**src/design/eda_pkg.sv**
```systemverilog
// shared constants, types and lane functions for external bus data alignment
package eda_pkg;

  // ------------------------------------------------------------
  // widths and block geometry
  // ------------------------------------------------------------
  localparam int ADDR_W      = 32;
  localparam int ACC_W       = 64;
  localparam int BUS_W       = 32;
  localparam int LANES       = 4;
  localparam int BLOCK_LG    = 5;
  localparam logic [5:0] BLOCK_BYTES = 6'h20;
  localparam int SYNC_SETTLE = 2;
  localparam logic PIN_BIG_LEVEL = 1'b0;

  // ------------------------------------------------------------
  // access sizes, bus widths, memory kinds, states
  // ------------------------------------------------------------
  typedef enum logic [1:0] {EDA_SZ_BYTE, EDA_SZ_WORD, EDA_SZ_LONG, EDA_SZ_QUAD} eda_size_t;
  typedef enum logic [1:0] {EDA_BW_8, EDA_BW_16, EDA_BW_32, EDA_BW_BAD} eda_width_t;
  typedef enum logic [1:0] {EDA_MEM_NORMAL, EDA_MEM_DRAM, EDA_MEM_SDRAM, EDA_MEM_PCMCIA} eda_mem_t;
  typedef enum {EDA_ST_INIT, EDA_ST_IDLE, EDA_ST_SETUP, EDA_ST_BUSCYC} eda_state_t;

  // legal bus width per memory kind
  function automatic logic eda_width_ok(eda_mem_t mem, eda_width_t w);
    unique case (mem)
      EDA_MEM_NORMAL: return w != EDA_BW_BAD;
      EDA_MEM_DRAM:   return w == EDA_BW_16 || w == EDA_BW_32;
      EDA_MEM_SDRAM:  return w == EDA_BW_32;
      EDA_MEM_PCMCIA: return w == EDA_BW_8 || w == EDA_BW_16;
    endcase
  endfunction

  // log2 of bytes moved per bus cycle: the narrower of access and bus
  function automatic logic [1:0] eda_step_lg(eda_width_t w, eda_size_t s);
    return (2'(s) < 2'(w)) ? 2'(s) : 2'(w);
  endfunction

  // byte lane that carries byte address a on a bus of width w
  function automatic logic [1:0] eda_lane_of(logic big, eda_width_t w, logic [2:0] a);
    unique case (w)
      EDA_BW_32: return big ? 2'h3 - a[1:0] : a[1:0];
      EDA_BW_16: return big ? {1'b0, ~a[0]} : {1'b0, a[0]};
      default:   return 2'h0;
    endcase
  endfunction

endpackage

```
**src/design/eda_lane_steer.sv**
```systemverilog
// byte lane steering for one external bus cycle
`timescale 1ns/1ps
module eda_lane_steer
  (
    // cycle description
    input  wire logic                 big_endian,
    input  wire eda_pkg::eda_width_t  width,
    input  wire eda_pkg::eda_size_t   size,
    input  wire logic [2:0]           cyc_ofs,
    input  wire logic [2:0]           acc_ofs,
    input  wire logic [63:0]          wdata,
    // lane map
    output logic [3:0]                lane_en,
    output logic [3:0][2:0]           lane_idx,
    output logic [31:0]               lane_wdata
  );
  import eda_pkg::*;

  // ------------------------------------------------------------
  // map each byte of the cycle onto its lane
  // ------------------------------------------------------------
  // byte k of the access is data byte (1 << size)-1-k in big endian, k in little
  always_comb
  begin
    logic [2:0] a;
    logic [2:0] k;
    logic [2:0] idx;
    logic [1:0] ln;
    logic [3:0] n;
    a          = '0;
    k          = '0;
    idx        = '0;
    ln         = '0;
    n          = 4'h1 << eda_step_lg(width, size);
    lane_en    = '0;
    lane_idx   = '0;
    lane_wdata = '0;                                   // unused lanes read as zero
    for (int m = 0; m < LANES; m++)
    begin
      if (4'(m) < n)
      begin
        a   = cyc_ofs + 3'(m);
        k   = a - acc_ofs;
        idx = big_endian ? ((3'h1 << size) - 3'h1) - 3'(k) : k;
        ln  = eda_lane_of(big_endian, width, a);
        lane_en[ln]            = 1'b1;
        lane_idx[ln]           = idx;
        lane_wdata[ln*8 +: 8]  = wdata[idx*8 +: 8];
      end
    end
  end

endmodule

```
**src/design/eda_align.sv**
```systemverilog
// external bus data alignment and width conversion engine
//
// How it works
// - endian pin sampled at power-on: low big
// - legal widths checked per memory kind
// - wide access split into consecutive bus cycles
// - longword on 8-bit bus: four byte cycles
// - 32-byte block starts at request, wraps around
// - bus kept and refresh held during transfers
// - quadword accepted only from dma controller
// - 32-bit big endian byte lane mapping
// - 32-bit big endian quadword high half first
// - 16-bit big endian byte lane mapping
// - 16-bit big endian halfwords, high first
// - 8-bit big endian lane 0, MSB first
// - 32-bit little endian lanes, low half first
// - 16-bit little endian, low halfword first
// - 8-bit little endian lane 0, LSB first
`timescale 1ns/1ps
module eda_align
  (
    // clock, reset, enable
    input  wire logic                 clk,
    input  wire logic                 rst_n,
    input  wire logic                 ce,
    // mode pin
    input  wire logic                 endian_select_pin,
    // access request from cpu or dma controller
    input  wire logic                 req_valid,
    output logic                      req_ready,
    input  wire logic                 req_write,
    input  wire eda_pkg::eda_size_t   req_size,
    input  wire logic [31:0]          req_addr,
    input  wire logic [63:0]          req_wdata,
    input  wire logic                 req_dma,
    input  wire logic                 req_block,
    input  wire eda_pkg::eda_width_t  req_width,
    input  wire eda_pkg::eda_mem_t    req_mem,
    output logic                      wdata_take,
    // answer to the requester
    output logic                      rsp_valid,
    output logic                      rsp_last,
    output logic                      rsp_err,
    output logic [63:0]               rsp_rdata,
    // external bus cycle port
    output logic                      cyc_valid,
    input  wire logic                 cyc_ready,
    output logic [31:0]               cyc_addr,
    output logic                      cyc_write,
    output logic [31:0]               cyc_wdata,
    output logic [3:0]                cyc_lane_en,
    input  wire logic [31:0]          cyc_rdata,
    // status
    output logic                      big_endian,
    output logic                      bus_owned,
    output logic                      refresh_hold
  );
  import eda_pkg::*;
  // ------------------------------------------------------------
  // declarations
  // ------------------------------------------------------------
  eda_state_t  state_reg;
  eda_state_t  state_next;
  logic        pin_meta_reg;
  logic        pin_sync_reg;
  logic [1:0]  settle_reg;
  logic        big_reg;
  eda_size_t   size_reg;
  eda_width_t  width_reg;
  logic        write_reg;
  logic        block_reg;
  logic [31:0] base_reg;
  logic [5:0]  done_reg;
  logic [63:0] unit_wdata_reg;
  logic [63:0] rbuf_reg;
  logic [3:0][2:0] cyc_idx_reg;
  logic        cyc_valid_reg;
  logic [31:0] cyc_addr_reg;
  logic [31:0] cyc_wdata_reg;
  logic [3:0]  cyc_lane_reg;
  logic        rsp_valid_reg;
  logic        rsp_last_reg;
  logic        rsp_err_reg;
  logic [63:0] rsp_rdata_reg;
  logic        accept;
  logic        bad_req;
  logic        ack;
  logic [5:0]  step;
  logic [5:0]  done_after;
  logic        unit_end;
  logic        xfer_end;
  logic [31:0] next_addr;
  logic [2:0]  acc_ofs;
  logic [3:0]  st_lane_en;
  logic [3:0][2:0] st_lane_idx;
  logic [31:0] st_lane_wdata;
  logic [63:0] rbuf_merged;
  // ------------------------------------------------------------
  // endian mode capture
  // ------------------------------------------------------------
  // pin is asynchronous to clk, so two flops before it is looked at
  always_ff @(posedge clk or negedge rst_n)
  begin
    if (!rst_n)
    begin
      pin_meta_reg <= 1'b0;
      pin_sync_reg <= 1'b0;
    end
    else if (ce)
    begin
      pin_meta_reg <= endian_select_pin;
      pin_sync_reg <= pin_meta_reg;
    end
  end
  // latched once after reset release; later pin moves are ignored
  always_ff @(posedge clk or negedge rst_n)
  begin
    if (!rst_n)
    begin
      settle_reg <= '0;
      big_reg    <= 1'b1;
    end
    else if (ce && state_reg == EDA_ST_INIT)
    begin
      settle_reg <= settle_reg + 2'h1;
      if (settle_reg == 2'(SYNC_SETTLE))
        big_reg <= (pin_sync_reg == PIN_BIG_LEVEL);
    end
  end
  // ------------------------------------------------------------
  // request checks and cycle arithmetic
  // ------------------------------------------------------------
  assign req_ready = (state_reg == EDA_ST_IDLE);
  assign accept    = req_valid && req_ready;
  // bad width, cpu quadword or misaligned start are answered with an error
  assign bad_req   = !eda_width_ok(req_mem, req_width)
                   || (req_size == EDA_SZ_QUAD && !req_dma)
                   || ((req_addr[2:0] & ((3'h1 << req_size) - 3'h1)) != 3'h0);
  assign ack       = ce && (state_reg == EDA_ST_BUSCYC) && cyc_ready;  // frozen: no ack
  // bytes per cycle is the narrower of access size and bus width
  assign step       = 6'h1 << eda_step_lg(width_reg, size_reg);
  assign done_after = done_reg + step;
  assign unit_end   = (done_after & ((6'h1 << size_reg) - 6'h1)) == 6'h0;
  assign xfer_end   = block_reg ? (done_after == BLOCK_BYTES)
                                : unit_end;
  // block cycles wrap inside the aligned 32-byte window
  always_comb
  begin
    if (block_reg)
      next_addr = {base_reg[31:BLOCK_LG],
                   5'(base_reg[BLOCK_LG-1:0] + done_reg[BLOCK_LG-1:0])};
    else
      next_addr = base_reg + {26'h0, done_reg};
  end

  // start of the access unit now in flight, for byte numbering
  assign acc_ofs = 3'(next_addr[2:0] & ~((3'h1 << size_reg) - 3'h1));
  // ------------------------------------------------------------
  // lane steering for the cycle being set up
  // ------------------------------------------------------------
  eda_lane_steer u_steer
  (
    .big_endian (big_reg),
    .width      (width_reg),
    .size       (size_reg),
    .cyc_ofs    (next_addr[2:0]),
    .acc_ofs    (acc_ofs),
    .wdata      (unit_wdata_reg),
    .lane_en    (st_lane_en),
    .lane_idx   (st_lane_idx),
    .lane_wdata (st_lane_wdata)
  );

  // read lanes land in the data byte they were steered from
  always_comb
  begin
    rbuf_merged = rbuf_reg;
    for (int j = 0; j < LANES; j++)
    begin
      if (cyc_lane_reg[j])
        rbuf_merged[cyc_idx_reg[j]*8 +: 8] = cyc_rdata[j*8 +: 8];
    end
  end
  // ------------------------------------------------------------
  // sequencer
  // ------------------------------------------------------------
  always_comb
  begin
    state_next = state_reg;
    unique case (state_reg)
      EDA_ST_INIT:
        if (settle_reg == 2'(SYNC_SETTLE))
          state_next = EDA_ST_IDLE;
      EDA_ST_IDLE:
        if (accept && !bad_req)
          state_next = EDA_ST_SETUP;
      EDA_ST_SETUP:
        state_next = EDA_ST_BUSCYC;
      EDA_ST_BUSCYC:
        if (cyc_ready)
          state_next = xfer_end ? EDA_ST_IDLE : EDA_ST_SETUP;
    endcase
  end

  always_ff @(posedge clk or negedge rst_n)
  begin
    if (!rst_n)
      state_reg <= EDA_ST_INIT;
    else if (ce)
      state_reg <= state_next;
  end
  // ------------------------------------------------------------
  // transfer context
  // ------------------------------------------------------------
  always_ff @(posedge clk or negedge rst_n)
  begin
    if (!rst_n)
    begin
      size_reg  <= EDA_SZ_BYTE;
      width_reg <= EDA_BW_32;
      write_reg <= 1'b0;
      block_reg <= 1'b0;
      base_reg  <= '0;
      done_reg  <= '0;
    end
    else if (ce)
    begin
      if (accept)
      begin
        size_reg  <= req_size;
        width_reg <= req_width;
        write_reg <= req_write;
        block_reg <= req_block;
        base_reg  <= req_addr;
        done_reg  <= '0;
      end
      else if (ack)
        done_reg <= done_after;
    end
  end

  // next unit of a block write is taken as the previous one finishes
  assign wdata_take = ack && unit_end && !xfer_end && write_reg;

  always_ff @(posedge clk or negedge rst_n)
  begin
    if (!rst_n)
      unit_wdata_reg <= '0;
    else if (ce && (accept || wdata_take))
      unit_wdata_reg <= req_wdata;
  end
  // ------------------------------------------------------------
  // external cycle outputs
  // ------------------------------------------------------------
  // registered so lanes and address are stable for the whole cycle
  always_ff @(posedge clk or negedge rst_n)
  begin
    if (!rst_n)
    begin
      cyc_valid_reg <= 1'b0;
      cyc_addr_reg  <= '0;
      cyc_wdata_reg <= '0;
      cyc_lane_reg  <= '0;
      cyc_idx_reg   <= '0;
    end
    else if (ce)
    begin
      if (state_reg == EDA_ST_SETUP)
      begin
        cyc_valid_reg <= 1'b1;
        cyc_addr_reg  <= next_addr;
        cyc_wdata_reg <= st_lane_wdata;
        cyc_lane_reg  <= st_lane_en;
        cyc_idx_reg   <= st_lane_idx;
      end
      else if (ack)
      begin
        cyc_valid_reg <= 1'b0;
        cyc_lane_reg  <= '0;
      end
    end
  end
  // ------------------------------------------------------------
  // read gather and answers
  // ------------------------------------------------------------
  always_ff @(posedge clk or negedge rst_n)
  begin
    if (!rst_n)
      rbuf_reg <= '0;
    else if (ce)
    begin
      if (accept || (ack && unit_end))
        rbuf_reg <= '0;
      else if (ack)
        rbuf_reg <= rbuf_merged;
    end
  end

  // one pulse per finished unit, or one error pulse for a refused request
  always_ff @(posedge clk or negedge rst_n)
  begin
    if (!rst_n)
    begin
      rsp_valid_reg <= 1'b0;
      rsp_last_reg  <= 1'b0;
      rsp_err_reg   <= 1'b0;
      rsp_rdata_reg <= '0;
    end
    else if (ce)
    begin
      rsp_valid_reg <= (accept && bad_req) || (ack && unit_end);
      rsp_last_reg  <= (accept && bad_req) || (ack && xfer_end);
      rsp_err_reg   <= accept && bad_req;
      if (ack && unit_end)
        rsp_rdata_reg <= write_reg ? 64'h0 : rbuf_merged;
    end
  end
  // ------------------------------------------------------------
  // port drive
  // ------------------------------------------------------------
  assign cyc_valid    = cyc_valid_reg;
  assign cyc_addr     = cyc_addr_reg;
  assign cyc_write    = write_reg;
  assign cyc_wdata    = cyc_wdata_reg;
  assign cyc_lane_en  = cyc_lane_reg;
  assign rsp_valid    = rsp_valid_reg;
  assign rsp_last     = rsp_last_reg;
  assign rsp_err      = rsp_err_reg;
  assign rsp_rdata    = rsp_rdata_reg;
  assign big_endian   = big_reg;
  // bus stays owned, refresh held, from setup of the first cycle to the last ack
  assign bus_owned    = (state_reg == EDA_ST_SETUP) || (state_reg == EDA_ST_BUSCYC);
  assign refresh_hold = bus_owned;

endmodule

```
**config.mk**
```make
export PLATFORM = sky130hd
export DESIGN_NAME = eda_align
export DESIGN_NICKNAME = d
export VERILOG_FILES = /design/src/design/eda_pkg.sv /design/src/design/eda_lane_steer.sv /design/src/design/eda_align.sv
export SDC_FILE = /design/constraint.sdc
export NUM_CORES = 1
export LEC_CHECK = 0
export BUFFER_PORTS_ARGS = -buffer_cell sky130_fd_sc_hd__buf_2
export CAP_MARGIN = 15
export CORE_MARGIN = 3
export CORE_UTILIZATION = 50
export CTS_CLUSTER_SIZE = 40
export DETAILED_ROUTE_END_ITERATION = 8
export PLACE_DENSITY_LB_ADDON = 0.08
export SLEW_MARGIN = 20
export SYNTH_ARGS = -nofsm -noshare
export SYNTH_HDL_FRONTEND = slang
export SYNTH_SLANG_ARGS = --single-unit
```
**constraint.sdc**
```tcl
create_clock -name clk -period 5.35 [get_ports clk]
set_input_delay 0.8025 -clock clk [delete_from_list [all_inputs] [get_ports clk]]
set_output_delay 0.8025 -clock clk [all_outputs]
set_load 0.02 [all_outputs]
```
==> flow_summary.html, run 1 <==
<table>
<tr><th>Metric</th><th>Value</th></tr>
<tr><th colspan="2">Placed design</th></tr>
<tr><td>Total placed cells including tap cells</td><td>2957</td></tr>
<tr><td>Half-perimeter wire length after placement</td><td>51700 um</td></tr>
<tr><td>Worst slack after detailed placement</td><td>401 ps</td></tr>
<tr><td>Quantity of I/O buffers inserted on ports</td><td>284</td></tr>
<tr><td>Final RePlAce weighted congestion</td><td>0.931</td></tr>
<tr><th colspan="2">Detailed routing</th></tr>
<tr><td>Wire per inst</td><td>24.3 um</td></tr>
<tr><td>Number of routed nets with antenna violations</td><td>0</td></tr>
<tr><td>Vias</td><td>19449</td></tr>
<tr><td>Number of search-and-repair iterations in the first detailed-routing pass</td><td>7</td></tr>
<tr><td>Violation count after the first detailed-routing iteration</td><td>2111</td></tr>
<tr><td>Total Wirelength</td><td>73500 um</td></tr>
<tr><td>Via density per instance</td><td>6.43</td></tr>
<tr><td>DRC violation count after routing</td><td>0</td></tr>
<tr><th colspan="2">Logic synthesis</th></tr>
<tr><td>Post-Syn Area</td><td>21200 um2</td></tr>
<tr><td>Average cell area after synthesis</td><td>9.32 um2</td></tr>
<tr><td>Synth cell count leaders</td><td>dfrtp_1 (325), nand2_1 (260), o21ai_0 (152), nor2_1 (141), mux2i_1 (135)</td></tr>
<tr><td>Top cells by area, synth</td><td>dfrtp_1 (38%), mux2i_1 (6.4%), a22o_1 (4.9%)</td></tr>
<tr><td>Synth Warn #</td><td>0</td></tr>
<tr><td>Sequential area share after synthesis</td><td>0.387</td></tr>
<tr><td>Number of flops mapped to enable cells by yosys</td><td>0</td></tr>
<tr><td>Predominant post-synthesis flop cell</td><td>dfrtp_1</td></tr>
<tr><td>Synth top area share</td><td>0.384</td></tr>
<tr><td>Most repeated cell in the gate-level netlist after synthesis</td><td>dfrtp_1</td></tr>
<tr><td>Async SR Flop Fraction</td><td>1.00</td></tr>
<tr><td>Number of distinct library cell variants in the gate-level netlist after synthesis</td><td>93</td></tr>
<tr><td>Synthesis-stage register bit count</td><td>327</td></tr>
<tr><td>Count of mapped cells out of synthesis</td><td>2271</td></tr>
<tr><td>Cell type contributing the most total cell area after synthesis</td><td>dfrtp_1</td></tr>
<tr><th colspan="2">Power and ir drop</th></tr>
<tr><td>Leak pwr</td><td>10.9 nW</td></tr>
<tr><td>Post-layout total power</td><td>0.0194 W</td></tr>
<tr><td>Power density relative to cell area</td><td>801 nW/um2</td></tr>
<tr><td>Peak supply drop</td><td>0.814 mV</td></tr>
<tr><th colspan="2">Worst setup path</th></tr>
<tr><td>Arrival time reported for the critical path endpoint</td><td>4260 ps</td></tr>
<tr><td>Crit path capture type</td><td>primary output</td></tr>
<tr><td>Data required, critical path</td><td>4550 ps</td></tr>
<tr><td>Reg2Reg Depth</td><td>14</td></tr>
<tr><td>Launching point of the worst reg2reg path</td><td>done_reg[0]</td></tr>
<tr><td>Reg-to-reg setup timing slack</td><td>310 ps</td></tr>
<tr><td>Worst Path Class, Setup</td><td>register to primary output</td></tr>
<tr><td>CP max FO</td><td>14</td></tr>
<tr><td>CP startpoint kind</td><td>register</td></tr>
<tr><td>Critical R2R Capture</td><td>cyc_wdata[25]</td></tr>
<tr><th colspan="2">Die</th></tr>
<tr><td>Row cnt</td><td>74</td></tr>
<tr><td>I/O pin count</td><td>285</td></tr>
<tr><td>Die outline area</td><td>44900 um2</td></tr>
<tr><td>Vertical die dimension</td><td>212 um</td></tr>
<tr><td>Starting utilization of the core area</td><td>0.513</td></tr>
<tr><td>Core Box Area</td><td>41300 um2</td></tr>
<tr><td>Die extent in x</td><td>212 um</td></tr>
<tr><th colspan="2">Clocking</th></tr>
<tr><td>Post-CTS Hold Buffers</td><td>0</td></tr>
<tr><td>TritonCTS Buffers</td><td>38</td></tr>
<tr><td>Clk sinks</td><td>327</td></tr>
<tr><td>CTS tree</td><td>done</td></tr>
<tr><td>Post-CTS clock slew at the launch and capture registers of the worst setup and hold paths</td><td>60 ps</td></tr>
<tr><td>CTS H-Tree Depth</td><td>2</td></tr>
<tr><td>Cell chosen for the clock root</td><td>clkbuf_16</td></tr>
<tr><td>Clk_lat worst skew</td><td>570 ps</td></tr>
<tr><td>Clk buf depth</td><td>3</td></tr>
<tr><th colspan="2">Global routing</th></tr>
<tr><td>Routing usage on met3</td><td>0.0651</td></tr>
<tr><td>Number of global-route vias before repair</td><td>19055</td></tr>
<tr><td>Met1 usage in global routing</td><td>0.434</td></tr>
<tr><td>Number of antenna violations at the first check in global routing</td><td>0</td></tr>
<tr><td>Pin count of the biggest net entering global routing</td><td>121</td></tr>
<tr><td>Met2 Track Usage GR</td><td>0.502</td></tr>
<tr><td>Grt peak-use layer</td><td>met2</td></tr>
<tr><td>Wire length of the first global-routing pass</td><td>112000 um</td></tr>
<tr><td>Overflow after GRT</td><td>0</td></tr>
<tr><td>Overall global routing resource usage</td><td>0.321</td></tr>
<tr><th colspan="2">STA</th></tr>
<tr><td>Worst-case setup margin in the final layout</td><td>291 ps</td></tr>
<tr><td>Maximum clock frequency</td><td>0.198 GHz</td></tr>
<tr><td>Slew Limit Headroom</td><td>0.180</td></tr>
<tr><td>Final clock period utilization by the worst path</td><td>0.946</td></tr>
<tr><td>Setup TNS</td><td>0 ps</td></tr>
<tr><td>Tightest hold margin</td><td>289 ps</td></tr>
<tr><td>Worst-margin pin slew</td><td>1230 ps</td></tr>
<tr><td>Worst clock skew on the final layout</td><td>23.1 ps</td></tr>
<tr><td>Time the final worst path needs with I/O delays and setup</td><td>5060 ps</td></tr>
<tr><td>Setup repair after global routing missed its margin</td><td>false</td></tr>
<tr><td>Total setup violations reported at the end of the flow</td><td>0</td></tr>
<tr><td>Final-report max-slew violation count</td><td>0</td></tr>
<tr><td>Final hold vios</td><td>0</td></tr>
<tr><th colspan="2">Flow run</th></tr>
<tr><td>Max-cap violations</td><td>0</td></tr>
<tr><th colspan="2">Finish</th></tr>
<tr><td>Share of cells above drive strength 1</td><td>0.219</td></tr>
<tr><td>Nets</td><td>2674</td></tr>
<tr><td>Non-Filler Instances</td><td>3027</td></tr>
<tr><td>Ant. Diodes</td><td>0</td></tr>
<tr><td>Area growth from synthesis to final layout</td><td>14.5%</td></tr>
<tr><th colspan="2">Hold path</th></tr>
<tr><td>Type of the tightest min-delay check</td><td>primary input to asynchronous set/reset pin</td></tr>
<tr><th colspan="2">Run status</th></tr>
<tr><td>Status</td><td>completed</td></tr>
</table>
[power breakdown]
part | switching, W | internal (W)
clock network | 0.00110 | 0.00156
logic | 0.00809 | 0.00464
registers | 0.000784 | 0.00326
total | 0.00997 | 0.00945
[metal layers]
metal  share of wire  vias up
met5               0        -
met4           0.049        0
met3           0.088      232
met2            0.44      978
met1            0.42     9462
li1                -     8777
[layout make-up]
| class | instances | area (um2) |
|---|---|---|
| Clock inverter | 15 | 141 |
| Sequential cell | 327 | 8190 |
| Timing Repair Buffer | 334 | 1840 |
| Clock buffer | 55 | 1120 |
| Inverter | 42 | 158 |
| Multi-Input combinational cell | 1722 | 12100 |
| Fill cell | 3649 | 17000 |
| Tap cell | 532 | 666 |
[cells by family (layout without fill, tap and decap cells)]
logic type | count (synthesis) | in the layout | share of synthesized area
adders and majority gates | 66 | 66 | 0.0418
DFF | 327 | 327 | 0.387
other | 2 | 4 | 0.000355
AOI/OAI and AO/OA | 629 | 629 | 0.204
buffers and inverters | 224 | 446 | 0.0457
xor gates and xnor gates | 32 | 32 | 0.0152
muxes | 282 | 282 | 0.144
and+or+nand+nor | 709 | 709 | 0.162
[repair_timing]
action / in CTS / in global routing
gates resized for setup: 0 / 1
setup buffers: 0 / 0
setup endpoints to repair: 0 / 1
[worst max path at each step]
stage | from | end | cells after the start
floorplan | done_reg[0] | cyc_wdata[23] | 15
global placement | done_reg[0] | cyc_wdata[29] | 14
detailed placement | done_reg[0] | cyc_wdata[25] | 14
CTS | width_reg[1] | wdata_take | 14
global route | width_reg[1] | wdata_take | 14
finish | width_reg[1] | wdata_take | 14
[metrics by stage]
step | util | area (um2)
after floorplan | - | 21200
after global placement | 0.556 | 23000
after detailed placement | 0.556 | 23000
after CTS | 0.587 | 24200
after global routing | 0.587 | 24300
final | 0.587 | 24300
[layout by cell type, fill, tap and decap left out, types with 8 or more instances in the layout]
cell,Yosys,routed
o31ai_1,8,8
mux2_1,49,49
a221oi_1,37,37
ha_1,58,58
nand2_1,260,259
or3_1,14,14
nor3_1,40,40
nand2b_1,19,19
xnor2_1,22,22
a22oi_1,9,9
a22o_1,118,118
o21a_1,10,10
inv_1,40,40
nor4_2,4,9
nor4_1,15,9
nand3b_1,9,9
dfrtp_1,325,325
nand4_1,16,16
nor2_1,141,138
buf_4,12,47
a31oi_1,32,32
a211o_1,11,11
a41oi_1,25,25
mux2_2,90,90
o21ai_0,152,152
nand3_1,102,102
a21o_1,10,10
nor2b_1,11,11
and2_1,12,12
a211oi_1,43,42
clkinv_2,0,8
a21oi_1,118,118
buf_2,35,283
fa_1,8,8
clkbuf_1,114,10
clkbuf_16,0,41
mux2i_1,135,135
o21ai_1,9,9
[critical path, stage by stage, from the launching register on]
cell and delay [ps]:
dfstp_2 560, inv_1 80, ha_1 270, nor2_1 120, o31a_2 360, inv_1 170, ha_1 240, fa_1 410
a21o_1 210, a21oi_2 160, xnor2_1 150, a221oi_4 290, and2_1 280, and4_1 230, buf_2 170
Note: power is estimated with default switching activity, not from simulation.
==> run 2: changes to the inputs <==
- clock period: 5.35 -> 4.4 ns (I/O delays scaled with it)
==> flow_summary.html, run 2 (same netlist as run 1, synthesis figures left out) <==
<table>
<tr><th>Metric</th><th>Value</th></tr>
<tr><th colspan="2">Run status</th></tr>
<tr><td>Status</td><td>completed</td></tr>
<tr><th colspan="2">Global routing</th></tr>
<tr><td>Wire length of the first global-routing pass</td><td>114000 um (+1.2%)</td></tr>
<tr><td>Pin count of the biggest net entering global routing</td><td>108 (-11%)</td></tr>
<tr><td>Number of antenna violations at the first check in global routing</td><td>0 (unchanged)</td></tr>
<tr><td>Overall global routing resource usage</td><td>0.326 (+0.00463)</td></tr>
<tr><td>Overflow after GRT</td><td>0 (unchanged)</td></tr>
<tr><td>Number of global-route vias before repair</td><td>18688 (-1.9%)</td></tr>
<tr><th colspan="2">STA</th></tr>
<tr><td>Total setup violations reported at the end of the flow</td><td>0 (unchanged)</td></tr>
<tr><td>Worst clock skew on the final layout</td><td>17.6 ps (-5.49 ps)</td></tr>
<tr><td>Slew Limit Headroom</td><td>0.364 (+0.183)</td></tr>
<tr><td>Final hold vios</td><td>0 (unchanged)</td></tr>
<tr><td>Maximum clock frequency</td><td>0.230 GHz</td></tr>
<tr><td>Final clock period utilization by the worst path</td><td>0.986</td></tr>
<tr><td>Time the final worst path needs with I/O delays and setup</td><td>4340 ps</td></tr>
<tr><td>Worst-margin pin slew</td><td>951 ps (-276 ps)</td></tr>
<tr><td>Setup repair after global routing missed its margin</td><td>true</td></tr>
<tr><td>Final-report max-slew violation count</td><td>0 (unchanged)</td></tr>
<tr><th colspan="2">Finish</th></tr>
<tr><td>Share of cells above drive strength 1</td><td>0.248 (+0.0294)</td></tr>
<tr><td>Ant. Diodes</td><td>0 (unchanged)</td></tr>
<tr><td>Non-Filler Instances</td><td>3094 (+2.2%)</td></tr>
<tr><td>Commonest non-fill, non-tap cells in the layout</td><td>dfrtp_1 (324), buf_2 (282), nand2_1 (259)</td></tr>
<tr><td>Most common cell after layout, fill and taps aside</td><td>dfrtp_1</td></tr>
<tr><td>Nets</td><td>2741 (+2.5%)</td></tr>
<tr><td>Area growth from synthesis to final layout</td><td>18.1%</td></tr>
<tr><td>Core Util, Final</td><td>0.606 (+0.0183)</td></tr>
<tr><th colspan="2">Placed design</th></tr>
<tr><td>Total placed cells including tap cells</td><td>3007 (+1.7%)</td></tr>
<tr><td>Final RePlAce weighted congestion</td><td>0.947 (+1.7%)</td></tr>
<tr><td>Quantity of I/O buffers inserted on ports</td><td>284 (unchanged)</td></tr>
<tr><td>Half-perimeter wire length after placement</td><td>53400 um (+3.3%)</td></tr>
<tr><th colspan="2">Worst setup path</th></tr>
<tr><td>Worst Path Class, Setup</td><td>register to primary output</td></tr>
<tr><td>CP max FO</td><td>4 (-10)</td></tr>
<tr><td>Data required, critical path</td><td>3740 ps (-810 ps)</td></tr>
<tr><td>Arrival time reported for the critical path endpoint</td><td>3680 ps (-580 ps)</td></tr>
<tr><td>CP startpoint kind</td><td>register</td></tr>
<tr><td>Crit path capture type</td><td>primary output</td></tr>
<tr><th colspan="2">Clocking</th></tr>
<tr><td>CTS H-Tree Depth</td><td>2 (unchanged)</td></tr>
<tr><td>Cell chosen for the clock root</td><td>clkbuf_16</td></tr>
<tr><td>Clk_lat worst skew</td><td>570 ps (about the same)</td></tr>
<tr><td>Post-CTS clock slew at the launch and capture registers of the worst setup and hold paths</td><td>60 ps (about the same)</td></tr>
<tr><td>Clk sinks</td><td>327 (unchanged)</td></tr>
<tr><td>CTS tree</td><td>done</td></tr>
<tr><td>Post-CTS Hold Buffers</td><td>0 (unchanged)</td></tr>
<tr><td>TritonCTS Buffers</td><td>40 (+5.3%)</td></tr>
<tr><td>Clk buf depth</td><td>3 (unchanged)</td></tr>
<tr><th colspan="2">Die</th></tr>
<tr><td>Starting utilization of the core area</td><td>0.513 (unchanged)</td></tr>
<tr><td>Row cnt</td><td>74 (unchanged)</td></tr>
<tr><td>I/O pin count</td><td>285 (unchanged)</td></tr>
<tr><td>Vertical die dimension</td><td>212 um (unchanged)</td></tr>
<tr><td>Die extent in x</td><td>212 um (unchanged)</td></tr>
<tr><td>Die outline area</td><td>44900 um2 (unchanged)</td></tr>
<tr><td>Core Box Area</td><td>41300 um2 (unchanged)</td></tr>
<tr><th colspan="2">Flow run</th></tr>
<tr><td>Max-cap violations</td><td>0 (unchanged)</td></tr>
<tr><th colspan="2">Detailed routing</th></tr>
<tr><td>Wire per inst</td><td>24.4 um (+0.42%)</td></tr>
<tr><td>Violation count after the first detailed-routing iteration</td><td>2175 (+3.0%)</td></tr>
<tr><td>Via density per instance</td><td>6.35 (-1.1%)</td></tr>
<tr><td>Number of routed nets with antenna violations</td><td>0 (unchanged)</td></tr>
<tr><td>Total Wirelength</td><td>75500 um (+2.6%)</td></tr>
<tr><td>DRC violation count after routing</td><td>0 (unchanged)</td></tr>
<tr><td>Number of search-and-repair iterations in the first detailed-routing pass</td><td>6 (-1)</td></tr>
<tr><td>Vias</td><td>19657 (+1.1%)</td></tr>
<tr><th colspan="2">Hold path</th></tr>
<tr><td>Type of the tightest min-delay check</td><td>primary input to asynchronous set/reset pin</td></tr>
</table>
run 2: changes by cell type in the layout (fill, tap and decap cells not counted), moves of 4 or more:
| cell | change |
|---|---|
| buf_4 | +59 |
| nor4_1 | +4 |
| a221oi_1 | -9 |
| clkinv_2 | -5 |
| a221oi_2 | +9 |
| o21ai_0 | -5 |
| buf_12 | +5 |
| o21ai_1 | +4 |
run 2: worst max-delay path, stage by stage, from the launching register on:
cell,delay [ps]
dfstp_2,560
inv_1,80
ha_1,210
or3_1,350
o31a_1,130
inv_2,100
ha_2,190
fa_2,480
nor2_1,120
nand3_1,140
nor3_4,260
o21ai_4,120
and4_1,210
buf_4,160
run 2: through the flow:
stage	setup TNS [ps]	setup WS, ps	area, um2	hold WS (ps)
floorplan	0	146	21200	364
global route	-54.6	-54.6	25000	214
detailed placement	0	88.1	23400	429
global placement	0	141	23400	416
finish	0	61.3	25000	127
CTS	0	0.638	24800	189
run 2: routing by layer:
layer	up-vias	GRT usage	part of all wire
met2	952	0.513	0.45
li1	8910	-	-
met4	0	0.128	0.043
met1	9594	0.458	0.43
met3	201	0.0443	0.073
met5	-	0	0
run 2: worst paths after layout:
path	startpoint	endpoint	slack [ps]	depth (start not counted)
worst max-delay path	width_reg[1]	wdata_take	60	13
worst min-delay path	rst_n	rsp_rdata[22]	130	1
worst max register to register	done_reg[0]	cyc_wdata[14]	150	14
worst min register to register	pin_sync_reg	big_endian	430	1
max in group asynchronous	rst_n	width_reg[1]	3240	2
min in group clk	req_addr[12]	base_reg[12]	280	3
run 2: timing repair:
item / in CTS / in global routing
endpoints found under the setup margin: 1 / 32
hold endpoints to repair: 0 / 0
gates resized for setup: 10 / 33
gates cloned: 0 / 2
buffers inserted: 2 / 11
pin swaps: 5 / 10
run 2: final cells by class:
| type | count | area [um2] |
|---|---|---|
| Sequential cell | 327 | 8190 |
| Clock buffer | 56 | 1130 |
| Clock inverter | 16 | 189 |
| Multi-Input combinational cell | 1723 | 12300 |
| Inverter | 42 | 158 |
| Fill cell | 3634 | 16300 |
| Timing Repair Buffer | 398 | 2410 |
| Tap cell | 532 | 666 |
Power of run 2 is not shown: default switching activity piles up to over one toggle a cycle in this logic, so the estimate is an artifact.
